<file path="src/rtl/mrpu_pkg.sv">
// Constants shared by the memory host controller and its timing counter
package mrpu_pkg;
  localparam int CLK_PERIOD_NS = 50;
  localparam int STARTUP_TIME_US = 2000;
  localparam int STARTUP_CYC = (STARTUP_TIME_US * 1000 + CLK_PERIOD_NS - 1) / CLK_PERIOD_NS;
  localparam int READ_CYCLE_NS = 35;
  localparam int ADDR_ACCESS_NS = 35;
  localparam int ENABLE_ACCESS_NS = 35;
  localparam int OUTEN_ACCESS_NS = 15;
  localparam int ENABLE_HIZ_NS = 15;
  localparam int OUTEN_HIZ_NS = 10;
  localparam int HIGH_HOLD_NS = 2;
  localparam int ACCESS_NS = (ADDR_ACCESS_NS > ENABLE_ACCESS_NS) ? ADDR_ACCESS_NS : ENABLE_ACCESS_NS;
  localparam int ACCESS_ALL_NS = (ACCESS_NS > OUTEN_ACCESS_NS) ? ACCESS_NS : OUTEN_ACCESS_NS;
  localparam int ACCESS_CYC = (ACCESS_ALL_NS + CLK_PERIOD_NS - 1) / CLK_PERIOD_NS;
  localparam int CYCLE_CYC = (READ_CYCLE_NS + CLK_PERIOD_NS - 1) / CLK_PERIOD_NS;
  localparam int HIZ_NS = (ENABLE_HIZ_NS > OUTEN_HIZ_NS) ? ENABLE_HIZ_NS : OUTEN_HIZ_NS;
  localparam int RELEASE_CYC = (HIZ_NS + HIGH_HOLD_NS + CLK_PERIOD_NS - 1) / CLK_PERIOD_NS;
  localparam int WRITE_PULSE_NS = 15;
  localparam int WRITE_CYC = (WRITE_PULSE_NS + CLK_PERIOD_NS - 1) / CLK_PERIOD_NS;
  localparam int CNT_W = 16;
  typedef enum logic [6:0] {
    MRPU_WAIT = 7'h01,
    MRPU_IDLE = 7'h02,
    MRPU_RD   = 7'h04,
    MRPU_RCAP = 7'h08,
    MRPU_WR   = 7'h10,
    MRPU_WEND = 7'h20,
    MRPU_REL  = 7'h40
  } mrpu_state_t;
endpackage

</file>
<file path="src/rtl/mrpu_delay.sv">
// Down counter that reports when a loaded number of cycles has passed
`timescale 1ns/100ps
module mrpu_delay #(
  parameter int W = 16
) (
  // Clock and reset
  input wire logic i_ref_clk,
  input wire logic i_sys_rst,
  // Control
  input wire logic i_load,
  input wire logic [W-1:0] i_count,
  // Status
  output logic o_done
);
  logic [W-1:0] cnt;
  always_ff @(posedge i_ref_clk or posedge i_sys_rst) begin
    if (i_sys_rst) begin
      cnt <= '0;
    end else if (i_load) begin
      cnt <= i_count;
    end else if (cnt != '0) begin
      cnt <= cnt - 1'b1;
    end
  end
  assign o_done = (cnt == '0) && !i_load;
endmodule // mrpu_delay

</file>
<file path="src/rtl/mrpu_host.sv">
// Host controller for a byte-wide asynchronous non-volatile memory
// What this block does
// - Wait 2 ms after supply good before any access.
// - Hold chip-select and write strobe high through start-up.
// - Keep both strobes high from reset for longer than start-up.
// - After brownout, wait full start-up again before accessing.
// - Write strobe high in reads; each read cycle at least 35 ns.
// - Writes happen only while chip-select and write strobe overlap low.
`timescale 1ns/100ps
module mrpu_host
  import mrpu_pkg::*;
#(
  parameter int ADDR_W = 17,
  parameter int DATA_W = 8,
  parameter int STARTUP_CYCLES = STARTUP_CYC
) (
  // Clock and reset
  input wire logic i_ref_clk,
  input wire logic i_sys_rst,
  // Supply monitor, asynchronous
  input wire logic i_supply_ok,
  // User request
  input wire logic i_req,
  input wire logic i_we,
  input wire logic [ADDR_W-1:0] i_addr,
  input wire logic [DATA_W-1:0] i_wdata,
  output logic o_ready,
  output logic o_rvalid,
  output logic [DATA_W-1:0] o_rdata,
  // Memory pins
  output logic [ADDR_W-1:0] o_mem_addr,
  output logic o_mem_cs_n,
  output logic o_mem_we_n,
  output logic o_mem_oe_n,
  input wire logic [DATA_W-1:0] i_mem_dq,
  output logic [DATA_W-1:0] o_mem_dq,
  output logic o_mem_dq_oe
);
  mrpu_state_t state;
  mrpu_state_t next_state;
  logic [2:0] sup_sync;
  logic supply_good;
  logic dly_load;
  logic [CNT_W-1:0] dly_count;
  logic dly_done;
  logic [31:0] su_cnt;
  logic su_done;
  logic [DATA_W-1:0] dq_s1;
  logic [DATA_W-1:0] dq_s2;
  logic wr_op;

  // Supply flag passes three flops; a change counts once the last two agree
  always_ff @(posedge i_ref_clk or posedge i_sys_rst) begin
    if (i_sys_rst) begin
      sup_sync <= 3'h0;
    end else begin
      sup_sync <= {sup_sync[1:0], i_supply_ok};
    end
  end
  always_ff @(posedge i_ref_clk or posedge i_sys_rst) begin
    if (i_sys_rst) begin
      supply_good <= 1'b0;
    end else if (sup_sync[2] == sup_sync[1]) begin
      supply_good <= sup_sync[2];
    end
  end

  // Start-up timer restarts on every reset and on every supply loss
  always_ff @(posedge i_ref_clk or posedge i_sys_rst) begin
    if (i_sys_rst) begin
      su_cnt <= 32'h0;
      su_done <= 1'b0;
    end else if (!supply_good) begin
      su_cnt <= 32'h0;
      su_done <= 1'b0;
    end else if (su_cnt > 32'(STARTUP_CYCLES)) begin
      su_done <= 1'b1;
    end else begin
      su_cnt <= su_cnt + 32'h1;
    end
  end

  // Cycle counts are rounded up so every minimum is met at 50 ns periods
  mrpu_delay #(.W(CNT_W)) u_delay (
    .i_ref_clk(i_ref_clk),
    .i_sys_rst(i_sys_rst),
    .i_load(dly_load),
    .i_count(dly_count),
    .o_done(dly_done)
  );

  always_comb begin
    next_state = state;
    dly_load = 1'b0;
    dly_count = '0;
    case (state)
      MRPU_WAIT: begin
        if (su_done) begin
          next_state = MRPU_IDLE;
        end
      end
      MRPU_IDLE: begin
        if (!su_done) begin
          next_state = MRPU_WAIT;
        end else if (i_req && i_we) begin
          next_state = MRPU_WR;
          dly_load = 1'b1;
          dly_count = CNT_W'(WRITE_CYC);
        end else if (i_req) begin
          next_state = MRPU_RD;
          dly_load = 1'b1;
          dly_count = CNT_W'(ACCESS_CYC > CYCLE_CYC ? ACCESS_CYC : CYCLE_CYC);
        end
      end
      MRPU_RD: begin
        if (dly_done) begin
          next_state = MRPU_RCAP;
        end
      end
      MRPU_RCAP: begin
        next_state = MRPU_REL;
        dly_load = 1'b1;
        dly_count = CNT_W'(RELEASE_CYC);
      end
      MRPU_WR: begin
        if (dly_done) begin
          next_state = MRPU_WEND;
        end
      end
      MRPU_WEND: begin
        next_state = MRPU_REL;
        dly_load = 1'b1;
        dly_count = CNT_W'(RELEASE_CYC);
      end
      MRPU_REL: begin
        if (dly_done) begin
          next_state = su_done ? MRPU_IDLE : MRPU_WAIT;
        end
      end
      default: begin
        next_state = MRPU_WAIT;
      end
    endcase
  end

  always_ff @(posedge i_ref_clk or posedge i_sys_rst) begin
    if (i_sys_rst) begin
      state <= MRPU_WAIT;
    end else begin
      state <= next_state;
    end
  end

  // Address and write data latched at request
  always_ff @(posedge i_ref_clk or posedge i_sys_rst) begin
    if (i_sys_rst) begin
      o_mem_addr <= '0;
      o_mem_dq <= '0;
      wr_op <= 1'b0;
    end else if (state == MRPU_IDLE && i_req && su_done) begin
      o_mem_addr <= i_addr;
      o_mem_dq <= i_wdata;
      wr_op <= i_we;
    end
  end

  // Strobes; a brownout mid-write still ends the pulse at once
  always_ff @(posedge i_ref_clk or posedge i_sys_rst) begin
    if (i_sys_rst) begin
      o_mem_cs_n <= 1'b1;
      o_mem_we_n <= 1'b1;
      o_mem_oe_n <= 1'b1;
      o_mem_dq_oe <= 1'b0;
    end else begin
      o_mem_cs_n <= !(next_state == MRPU_RD || next_state == MRPU_RCAP || next_state == MRPU_WR);
      o_mem_we_n <= !(next_state == MRPU_WR && su_done);
      o_mem_oe_n <= !(next_state == MRPU_RD || next_state == MRPU_RCAP);
      o_mem_dq_oe <= (next_state == MRPU_WR || next_state == MRPU_WEND);
    end
  end

  // Double register on the data bus; capture waits out the access time
  always_ff @(posedge i_ref_clk or posedge i_sys_rst) begin
    if (i_sys_rst) begin
      dq_s1 <= '0;
      dq_s2 <= '0;
    end else begin
      dq_s1 <= i_mem_dq;
      dq_s2 <= dq_s1;
    end
  end
  always_ff @(posedge i_ref_clk or posedge i_sys_rst) begin
    if (i_sys_rst) begin
      o_rdata <= '0;
      o_rvalid <= 1'b0;
    end else begin
      o_rvalid <= 1'b0;
      if (state == MRPU_RCAP) begin
        o_rdata <= dq_s2;
        o_rvalid <= 1'b1;
      end
    end
  end

  always_ff @(posedge i_ref_clk or posedge i_sys_rst) begin
    if (i_sys_rst) begin
      o_ready <= 1'b0;
    end else begin
      o_ready <= (next_state == MRPU_IDLE) && su_done;
    end
  end
endmodule // mrpu_host

</file>
<file path="config.mk">
export PLATFORM = sky130hd
export DESIGN_NAME = mrpu_host
export DESIGN_NICKNAME = d
export VERILOG_FILES = /design/src/rtl/mrpu_pkg.sv /design/src/rtl/mrpu_delay.sv /design/src/rtl/mrpu_host.sv
export SDC_FILE = /design/constraint.sdc
export NUM_CORES = 1
export LEC_CHECK = 0
export ABC_AREA = 1
export BUFFER_PORTS_ARGS = -buffer_cell sky130_fd_sc_hd__buf_2
export CAP_MARGIN = 10
export CELL_PAD_IN_SITES_DETAIL_PLACEMENT = 1
export CELL_PAD_IN_SITES_GLOBAL_PLACEMENT = 1
export CORE_AREA = 5 5 129 101
export DETAILED_ROUTE_END_ITERATION = 8
export DIE_AREA = 0 0 134 106
export GPL_TIMING_DRIVEN = 0
export PLACE_DENSITY = 0.8
export SYNTH_ARGS = -nofsm -noshare
export SYNTH_HDL_FRONTEND = slang
export SYNTH_SLANG_ARGS = --single-unit
</file>
<file path="constraint.sdc">
create_clock -name i_ref_clk -period 9.1 [get_ports i_ref_clk]
set_input_delay 0.91 -clock i_ref_clk [delete_from_list [all_inputs] [get_ports i_ref_clk]]
set_output_delay 0.91 -clock i_ref_clk [all_outputs]
set_load 0.005 [all_outputs]
</file>
==> metrics.txt, run 1 <==
final max-slew violation count 0; clock latency on the worst-skew pair approximately 0.42 ns; FMAX around 500 MHz; Core ar. around 12000 um2; M1 WL 6110 um; Syn. warnings 0; Die Area between 10000 and 15000 um2; Final Hold Fails 0; Post-Synthesis Cells between 500 and 600; fin crit share 0.216; Die Wd around 130 um; clk buf depth 2; H-Tree Depth 4; relative slew slack 0.443; wirelength, routed about 14000 um; Worst Tran Pin Value 0.835 ns; post-CTS setup buffer count 0; status finished, final reports clean; Peak VDD IR ~0.14 mV; clk_skew 0.0134 ns; TNS Setup 0 ns; share of cells above drive strength 1 0.219; CTS tree yes; sequential element share of the synthesized area 0.542; # rows 35; Max Cap Viol 0; Tmin final 1.96 ns; syn nets between 600 and 700; PwrDens between 150 and 200 nW/um2; Post-DP HPWL a little under 10000 um; DR DRC count 0; diode count 0; fin util 0.549; GPL Wtd Cong about 0.85; LEAKAGE roughly 3.7 nW; Yosys reg bits approximately 120; metal2 WL 7370 um; Worst EP required approximately 9.4 ns; Pre-antenna DRT Iters 4; pin count of the biggest net entering global routing 68; violation count after the first detailed-route iteration 220; Layout area overhead 21.6%; hold buffer count at cts 0; initial antenna violation count 0; kind of critical path reg -> reg; Non-Filler Instances 827; clk sinks approximately 120; IO Pins 77; crit path DAT roughly 2.3 ns; Avg Cell Area, Syn just over 9 um2; post-CTS resize count 0; Startpoint Class flip-flop; Starting Density 0.452; first-pass GRT wire length about 24000 um; nets 708; Root Driver clkbuf_16; total power 0.00119 W; vias in the first global route 4699; DR WL/cell 17.1 um; I/O Buffers 76; Detail Route Antenna Nets 0; cell area after synthesis around 5300 um2; via count of the routed design 4265; Met3 Wirelength about 430 um; top sig layer met4; gr ovfl total 0; Worst setup EP type flip-flop; CP Max Fanout 10; Synth cell types 36; DP Cell Count 795; CTS clk-pin slew, worst paths ~0.060 ns; Setup Viol. Count Final 0; Tot GR Track Use 0.214; RSZ-0062 raised after global routing no; Avg Vias per Cell ~5.2; hold crit path type reg -> reg; CTS buffer count 17; Die Ht roughly 110 um
==> cell usage after synthesis (all sizes together) <==
| master | n | area [um2] |
|---|---|---|
| nor3 | 18 | 100 |
| buf | 7 | 67.6 |
| xor2 | 16 | 140 |
| ha | 4 | 50.1 |
| nand3 | 29 | 175 |
| nor3b | 1 | 7.51 |
| o21a | 1 | 7.51 |
| o2111ai | 1 | 8.76 |
| o21bai | 2 | 15.0 |
| dfstp | 4 | 105 |
| inv | 80 | 300 |
| nor2 | 81 | 399 |
| xnor2 | 4 | 35.0 |
| nand2 | 132 | 553 |
| clkbuf | 4 | 15.0 |
| mux2i | 25 | 250 |
| o21ai | 4 | 20.0 |
| o22ai | 2 | 12.5 |
| a211oi | 2 | 15.0 |
| nand4 | 24 | 156 |
| nand3b | 4 | 30.0 |
| o211ai | 2 | 15.0 |
| a21oi | 11 | 55.1 |
| maj3 | 1 | 10.0 |
| dfrtp | 111 | 2780 |
==> registers in the layout, summed over array words and instances (netlist names) <==
name and count:
o_mem_addr 17, su_cnt 32, dq_s2 8, o_rvalid 1
sup_sync 3, o_mem_oe_n 1, su_done 1, o_mem_cs_n 1
state 7, o_mem_dq_oe 1, o_ready 1, o_rdata 8
dq_s1 8, supply_good 1, o_mem_dq 8, o_mem_we_n 1
u_delay.cnt 16
==> area by class of cell <==
class / count / area (um2)
Clock buffer: 19 / 443
Sequential cell: 115 / 2880
Inverter: 80 / 303
Buffer: 11 / 82.6
Multi-Input combinational cell: 364 / 2060
Timing Repair Buffer: 77 / 408
Fill cell: 1361 / 5310
Tap cell: 148 / 185
Clock inverter: 13 / 111
==> path summary, 6_finish.rpt <==
| path | start | end | slack, ns | cells after the start |
|---|---|---|---|---|
| setup / recovery | su_cnt[0]$_DFFE_PP0P_ | su_cnt[5]$_DFFE_PP0P_ | 7.14 | 8 |
| hold / removal | dq_s1[2]$_DFF_PP0_ | dq_s2[2]$_DFF_PP0_ | 0.35 | 0 |
| setup reg to reg | su_cnt[0]$_DFFE_PP0P_ | su_cnt[5]$_DFFE_PP0P_ | 7.14 | 8 |
| hold reg to reg | dq_s1[2]$_DFF_PP0_ | dq_s2[2]$_DFF_PP0_ | 0.35 | 0 |
| max in group asynchronous | i_sys_rst | o_mem_addr[5]$_DFFE_PP0P_ | 7.74 | 3 |
| min in group asynchronous | i_sys_rst | u_delay.cnt[5]$_DFFE_PP0N_ | 0.64 | 2 |
==> power by group <==
group	internal [W]	switching, W
Clock	0.000380	0.000250
Combinational	0.0000116	0.0000251
Sequential	0.000518	0.00000520
Total	0.000910	0.000280
==> layout by cell type, fill, tap and decap left out, types with 3 or more instances in the layout <==
cell and n:
nor2_1 73, buf_2 77, ha_1 4, dfstp_2 4, inv_2 3, clkbuf_1 5, clkinvlp_4 4, nand3_1 23
nand2_1 121, o21ai_0 4, clkinv_2 5, nand2_4 6, nor2_8 4, nand4_1 23, nand2_2 5, dfrtp_1 111
nand3_2 6, nor2_4 4, inv_1 76, mux2i_1 25, xnor2_1 4, a21oi_1 11, nand3b_1 4, clkbuf_16 17
xor2_1 16, nor3_1 16
==> layer usage <==
| layer | up-vias | global-route usage |
|---|---|---|
| met1 | 2163 | 0.261 |
| met2 | 76 | 0.366 |
| met5 | - | 0 |
| met3 | 20 | 0.0553 |
| li1 | 2006 | - |
| met4 | 0 | 0.0778 |
==> worst max-delay path, stage by stage (launching register included) <==
cell	delay, ns
dfrtp_1	0.45
inv_1	0.11
ha_1	0.15
nand3_1	0.08
nor2_1	0.15
nand4_2	0.28
clkbuf_1	0.36
nand4_1	0.18
nand2_1	0.08
==> cells by family after synthesis <==
logic type / Yosys count / share of synthesized area
buf+inv: 91 / 0.0719
compound gates: 25 / 0.0280
xor+xnor: 20 / 0.0329
mux: 25 / 0.0470
simple gates: 289 / 0.267
flops: 115 / 0.542
fa+ha+maj: 5 / 0.0113
==> stage by stage <==
step,instance area [um2],worst slack [ns],hold slack [ns]
after floorplan,5320,5.15,0.331
after global placement,5890,3.91,0.331
after detailed placement,5920,6.94,0.336
after CTS,6470,7.12,0.348
after global routing,6470,7.02,0.352
final,6470,7.14,0.346
Power figures use the tool's default switching activity.
==> run 2: changes to the inputs <==
ABC_AREA = 0   (was 1)
CORE_AREA = 5 5 128 100   (was 5 5 129 101)
DIE_AREA = 0 0 133 105   (was 0 0 134 106)
PLACE_DENSITY = 0.74   (was 0.8)
clock period = 1.9 ns   (was 9.1 ns; I/O delays follow)
==> run 2 against run 1 <==
  * The flow now finishes with violations (setup timing)
  * Clock skew up 0.00086 ns
  * Sequential power rose to 4.8 times the previous value
  * Hold slack worse by 0.33 ns
  * First-iteration DRC count down 40%
  * Total power rose to 4.8 times the previous value
  * Setup slack worse by 7.7 ns
  * Global-route usage down 1.0 points
  * Count of clock-buffer cells in the layout down 1
  * Largest cell class unchanged
  * Highest routed layer unchanged
==> metrics.txt, run 2 <==
clk sinks 115 (unchanged); Hold WS 0.0169 ns (-0.329 ns); most frequent cells in the layout nand2_1 (117), dfrtp_1 (109), buf_2 (77); Setup Viol. Count Final 43 (+43); GPL Wtd Cong 0.788 (-6.8%); Async SR Flop Fraction 1.00 (unchanged); Syn. warnings 0 (unchanged); number of synthesized flops with an enable pin 0 (unchanged); clk_skew 0.0143 ns (+0.000857 ns); Starting Density 0.418 (-0.0336); Avg Cell Area, Syn 10.2 um2 (+9.6%); registers with the most flip-flops su_cnt: 32 flops, o_mem_addr: 17 flops, u_delay.cnt: 16 flops; Avg Vias per Cell 5.19 (+0.68%); Final Hold Fails 0 (unchanged); Detail Route Antenna Nets 0 (unchanged); hold crit path type in -> reg; Worst EP required 2.23 ns (-7.16 ns); RSZ-0062 raised after global routing yes; Startpoint Class flip-flop; IO Pins 77 (unchanged); # rows 34 (-2.9%); Max Cap Viol 0 (unchanged); final max-slew violation count 0 (unchanged); cell area after layout 6900 um2 (+6.6%); initial antenna violation count 0 (unchanged); fin util 0.607 (+0.0577); Top reg by flops su_cnt; syn nets 506 (-17%); wirelength, routed 14100 um (+0.17%); Yosys reg bits 115 (unchanged); predominant post-synthesis flop cell dfrtp_1; first-pass GRT wire length 22900 um (-3.3%); violation count after the first detailed-route iteration 133 (-40%); CTS buffer count 17 (unchanged); CTS clk-pin slew, worst paths 0.06 ns (about the same); status finished with violations; clk buf depth 2 (unchanged); vias in the first global route 4496 (-4.3%); Die Wd 133 um (-0.75%); Final WS setup -0.574 ns (-7.71 ns); share of the synthesized area in the top cell type 0.585 (+0.0628); via count of the routed design 4029 (-5.5%); leading post-synthesis cells by cell area dfrtp_1 (58%), nand2_1 (9.5%), and2_1 (2.9%), xnor2_1 (2.8%), dfstp_2 (2.2%); commonest non-fill, non-tap cell in the layout nand2_1; DR DRC count 0 (unchanged); Die Ht 105 um (-0.94%); clock latency on the worst-skew pair 0.42 ns (about the same); Layout area overhead 45.2%; CP Max Fanout 4 (-6); kind of critical path reg -> reg; H-Tree Depth 4 (unchanged); relative slew slack 0.617 (+0.174); pin count of the biggest net entering global routing 35 (-49%); DR WL/cell 18.2 um (+6.8%); Area after DPL 5410 um2 (-8.5%); Worst Tran Pin Value 0.570 ns (-0.265 ns); FMAX 404 MHz (-21%); Pre-antenna DRT Iters 4 (unchanged); I/O Buffers 76 (unchanged); Core ar. 11400 um2 (-3.6%); gr ovfl total 0 (unchanged); share of cells above drive strength 1 0.335 (+0.116); Peak VDD IR 0.579 mV (+310%); TNS Setup -13.53 ns (-13.53 ns); Tmin final 2.47 ns (+0.511 ns); crit path DAT 2.81 ns (+0.55 ns); Largest register FFs 32 (unchanged); PwrDens 828 nW/um2 (+350%); failing checks setup timing; diode count 0 (unchanged); CTS tree yes; sequential element share of the synthesized area 0.607 (+0.0652); Synth cell types 43 (+19%); Post-Synthesis Cells 464 (-19%); Post-DP HPWL 7960 um (-18%); cell with the most instances after synthesis nand2_1; Die Area 14000 um2 (-1.7%); cell area after synthesis 4750 um2 (-11%); fin crit share 1.30 (+1.09); leading area contributor after synthesis dfrtp_1; nets 661 (-6.6%); Worst setup EP type flip-flop; Commonest cells post-synth nand2_1 (120), dfrtp_1 (111), nor2_1 (23); Tot GR Track Use 0.203 (-0.0101); LEAKAGE 3.48 nW (-5.8%); Root Driver clkbuf_16
run 2: per-stage QoR:
step                      setup slack, ns  total power (W)  cells
after floorplan                    -0.521          0.00263    464
after global placement             -0.626          0.00270    684
after CTS                          -0.516          0.00574    770
after global routing               -0.599          0.00592    776
after detailed placement           -0.706          0.00273    687
final                              -0.574          0.00571    776
run 2: path summary, 6_finish.rpt:
check	start	to	slack [ns]	depth (start not counted)
max in group asynchronous	i_sys_rst	dq_s2[1]$_DFF_PP0_	0.75	5
setup / recovery	u_delay.cnt[6]$_DFFE_PP0N_	o_ready$_DFF_PP0_	-0.57	5
min in group asynchronous	i_sys_rst	sup_sync[2]$_DFF_PP0_	0.39	3
hold reg to reg	dq_s1[4]$_DFF_PP0_	dq_s2[4]$_DFF_PP0_	0.35	0
hold / removal	i_addr[14]	o_mem_addr[14]$_DFFE_PP0P_	0.02	3
setup reg to reg	u_delay.cnt[6]$_DFFE_PP0N_	o_ready$_DFF_PP0_	-0.57	5
run 2: area by class of cell:
class / count / area, um2
Sequential cell: 115 / 2890
Clock inverter: 14 / 108
Buffer: 10 / 48.8
Fill cell: 1206 / 4460
Tap cell: 144 / 180
Inverter: 10 / 42.5
Clock buffer: 18 / 439
Timing Repair Buffer: 144 / 1060
Multi-Input combinational cell: 321 / 2130
run 2: report_power, final:
part	total, W	internal (W)	switching [W]	leakage, nW
Clock	0.00294	0.00171	0.00123	0.263
Sequential	0.00250	0.00248	0.0000200	1.54
Combinational	0.000269	0.000136	0.000133	1.68
Total	0.00571	0.00433	0.00138	3.48
run 2: what timing repair did:
action	in CTS	in global routing
setup endpoints to repair	79	64
gates cloned	0	0
gates resized for setup	53	36
pin swaps	25	23
hold buffers	32	0
endpoints found under the hold margin	49	0
setup buffers	22	12
run 2: critical path: stages (launching register included):
cell,delay (ns)
dfrtp_1,0.39
or4_4,0.55
or4_4,0.47
or4_4,0.47
or3_4,0.38
a21boi_2,0.14
run 2: logic make-up (layout without fill, tap and decap cells):
kind of cell / Yosys count / after routing / share of synthesized area
buffers and inverters: 28 / 196 / 0.0221
adder cells (fa/ha/maj): 5 / 5 / 0.0126
AO/OA/AOI/OAI: 42 / 42 / 0.0564
AND/OR/NAND/NOR: 248 / 248 / 0.252
multiplexers: 6 / 6 / 0.0126
XOR/XNOR: 20 / 20 / 0.0369
flip-flops: 115 / 115 / 0.607
run 2: metal layers:
layer  share of wire  global-route usage  vias up
met1            0.44               0.248     2056
met2            0.51               0.354       98
met5               0                   0        -
li1                -                   -     1862
met3           0.042              0.0514       13
met4           0.013              0.0668        0
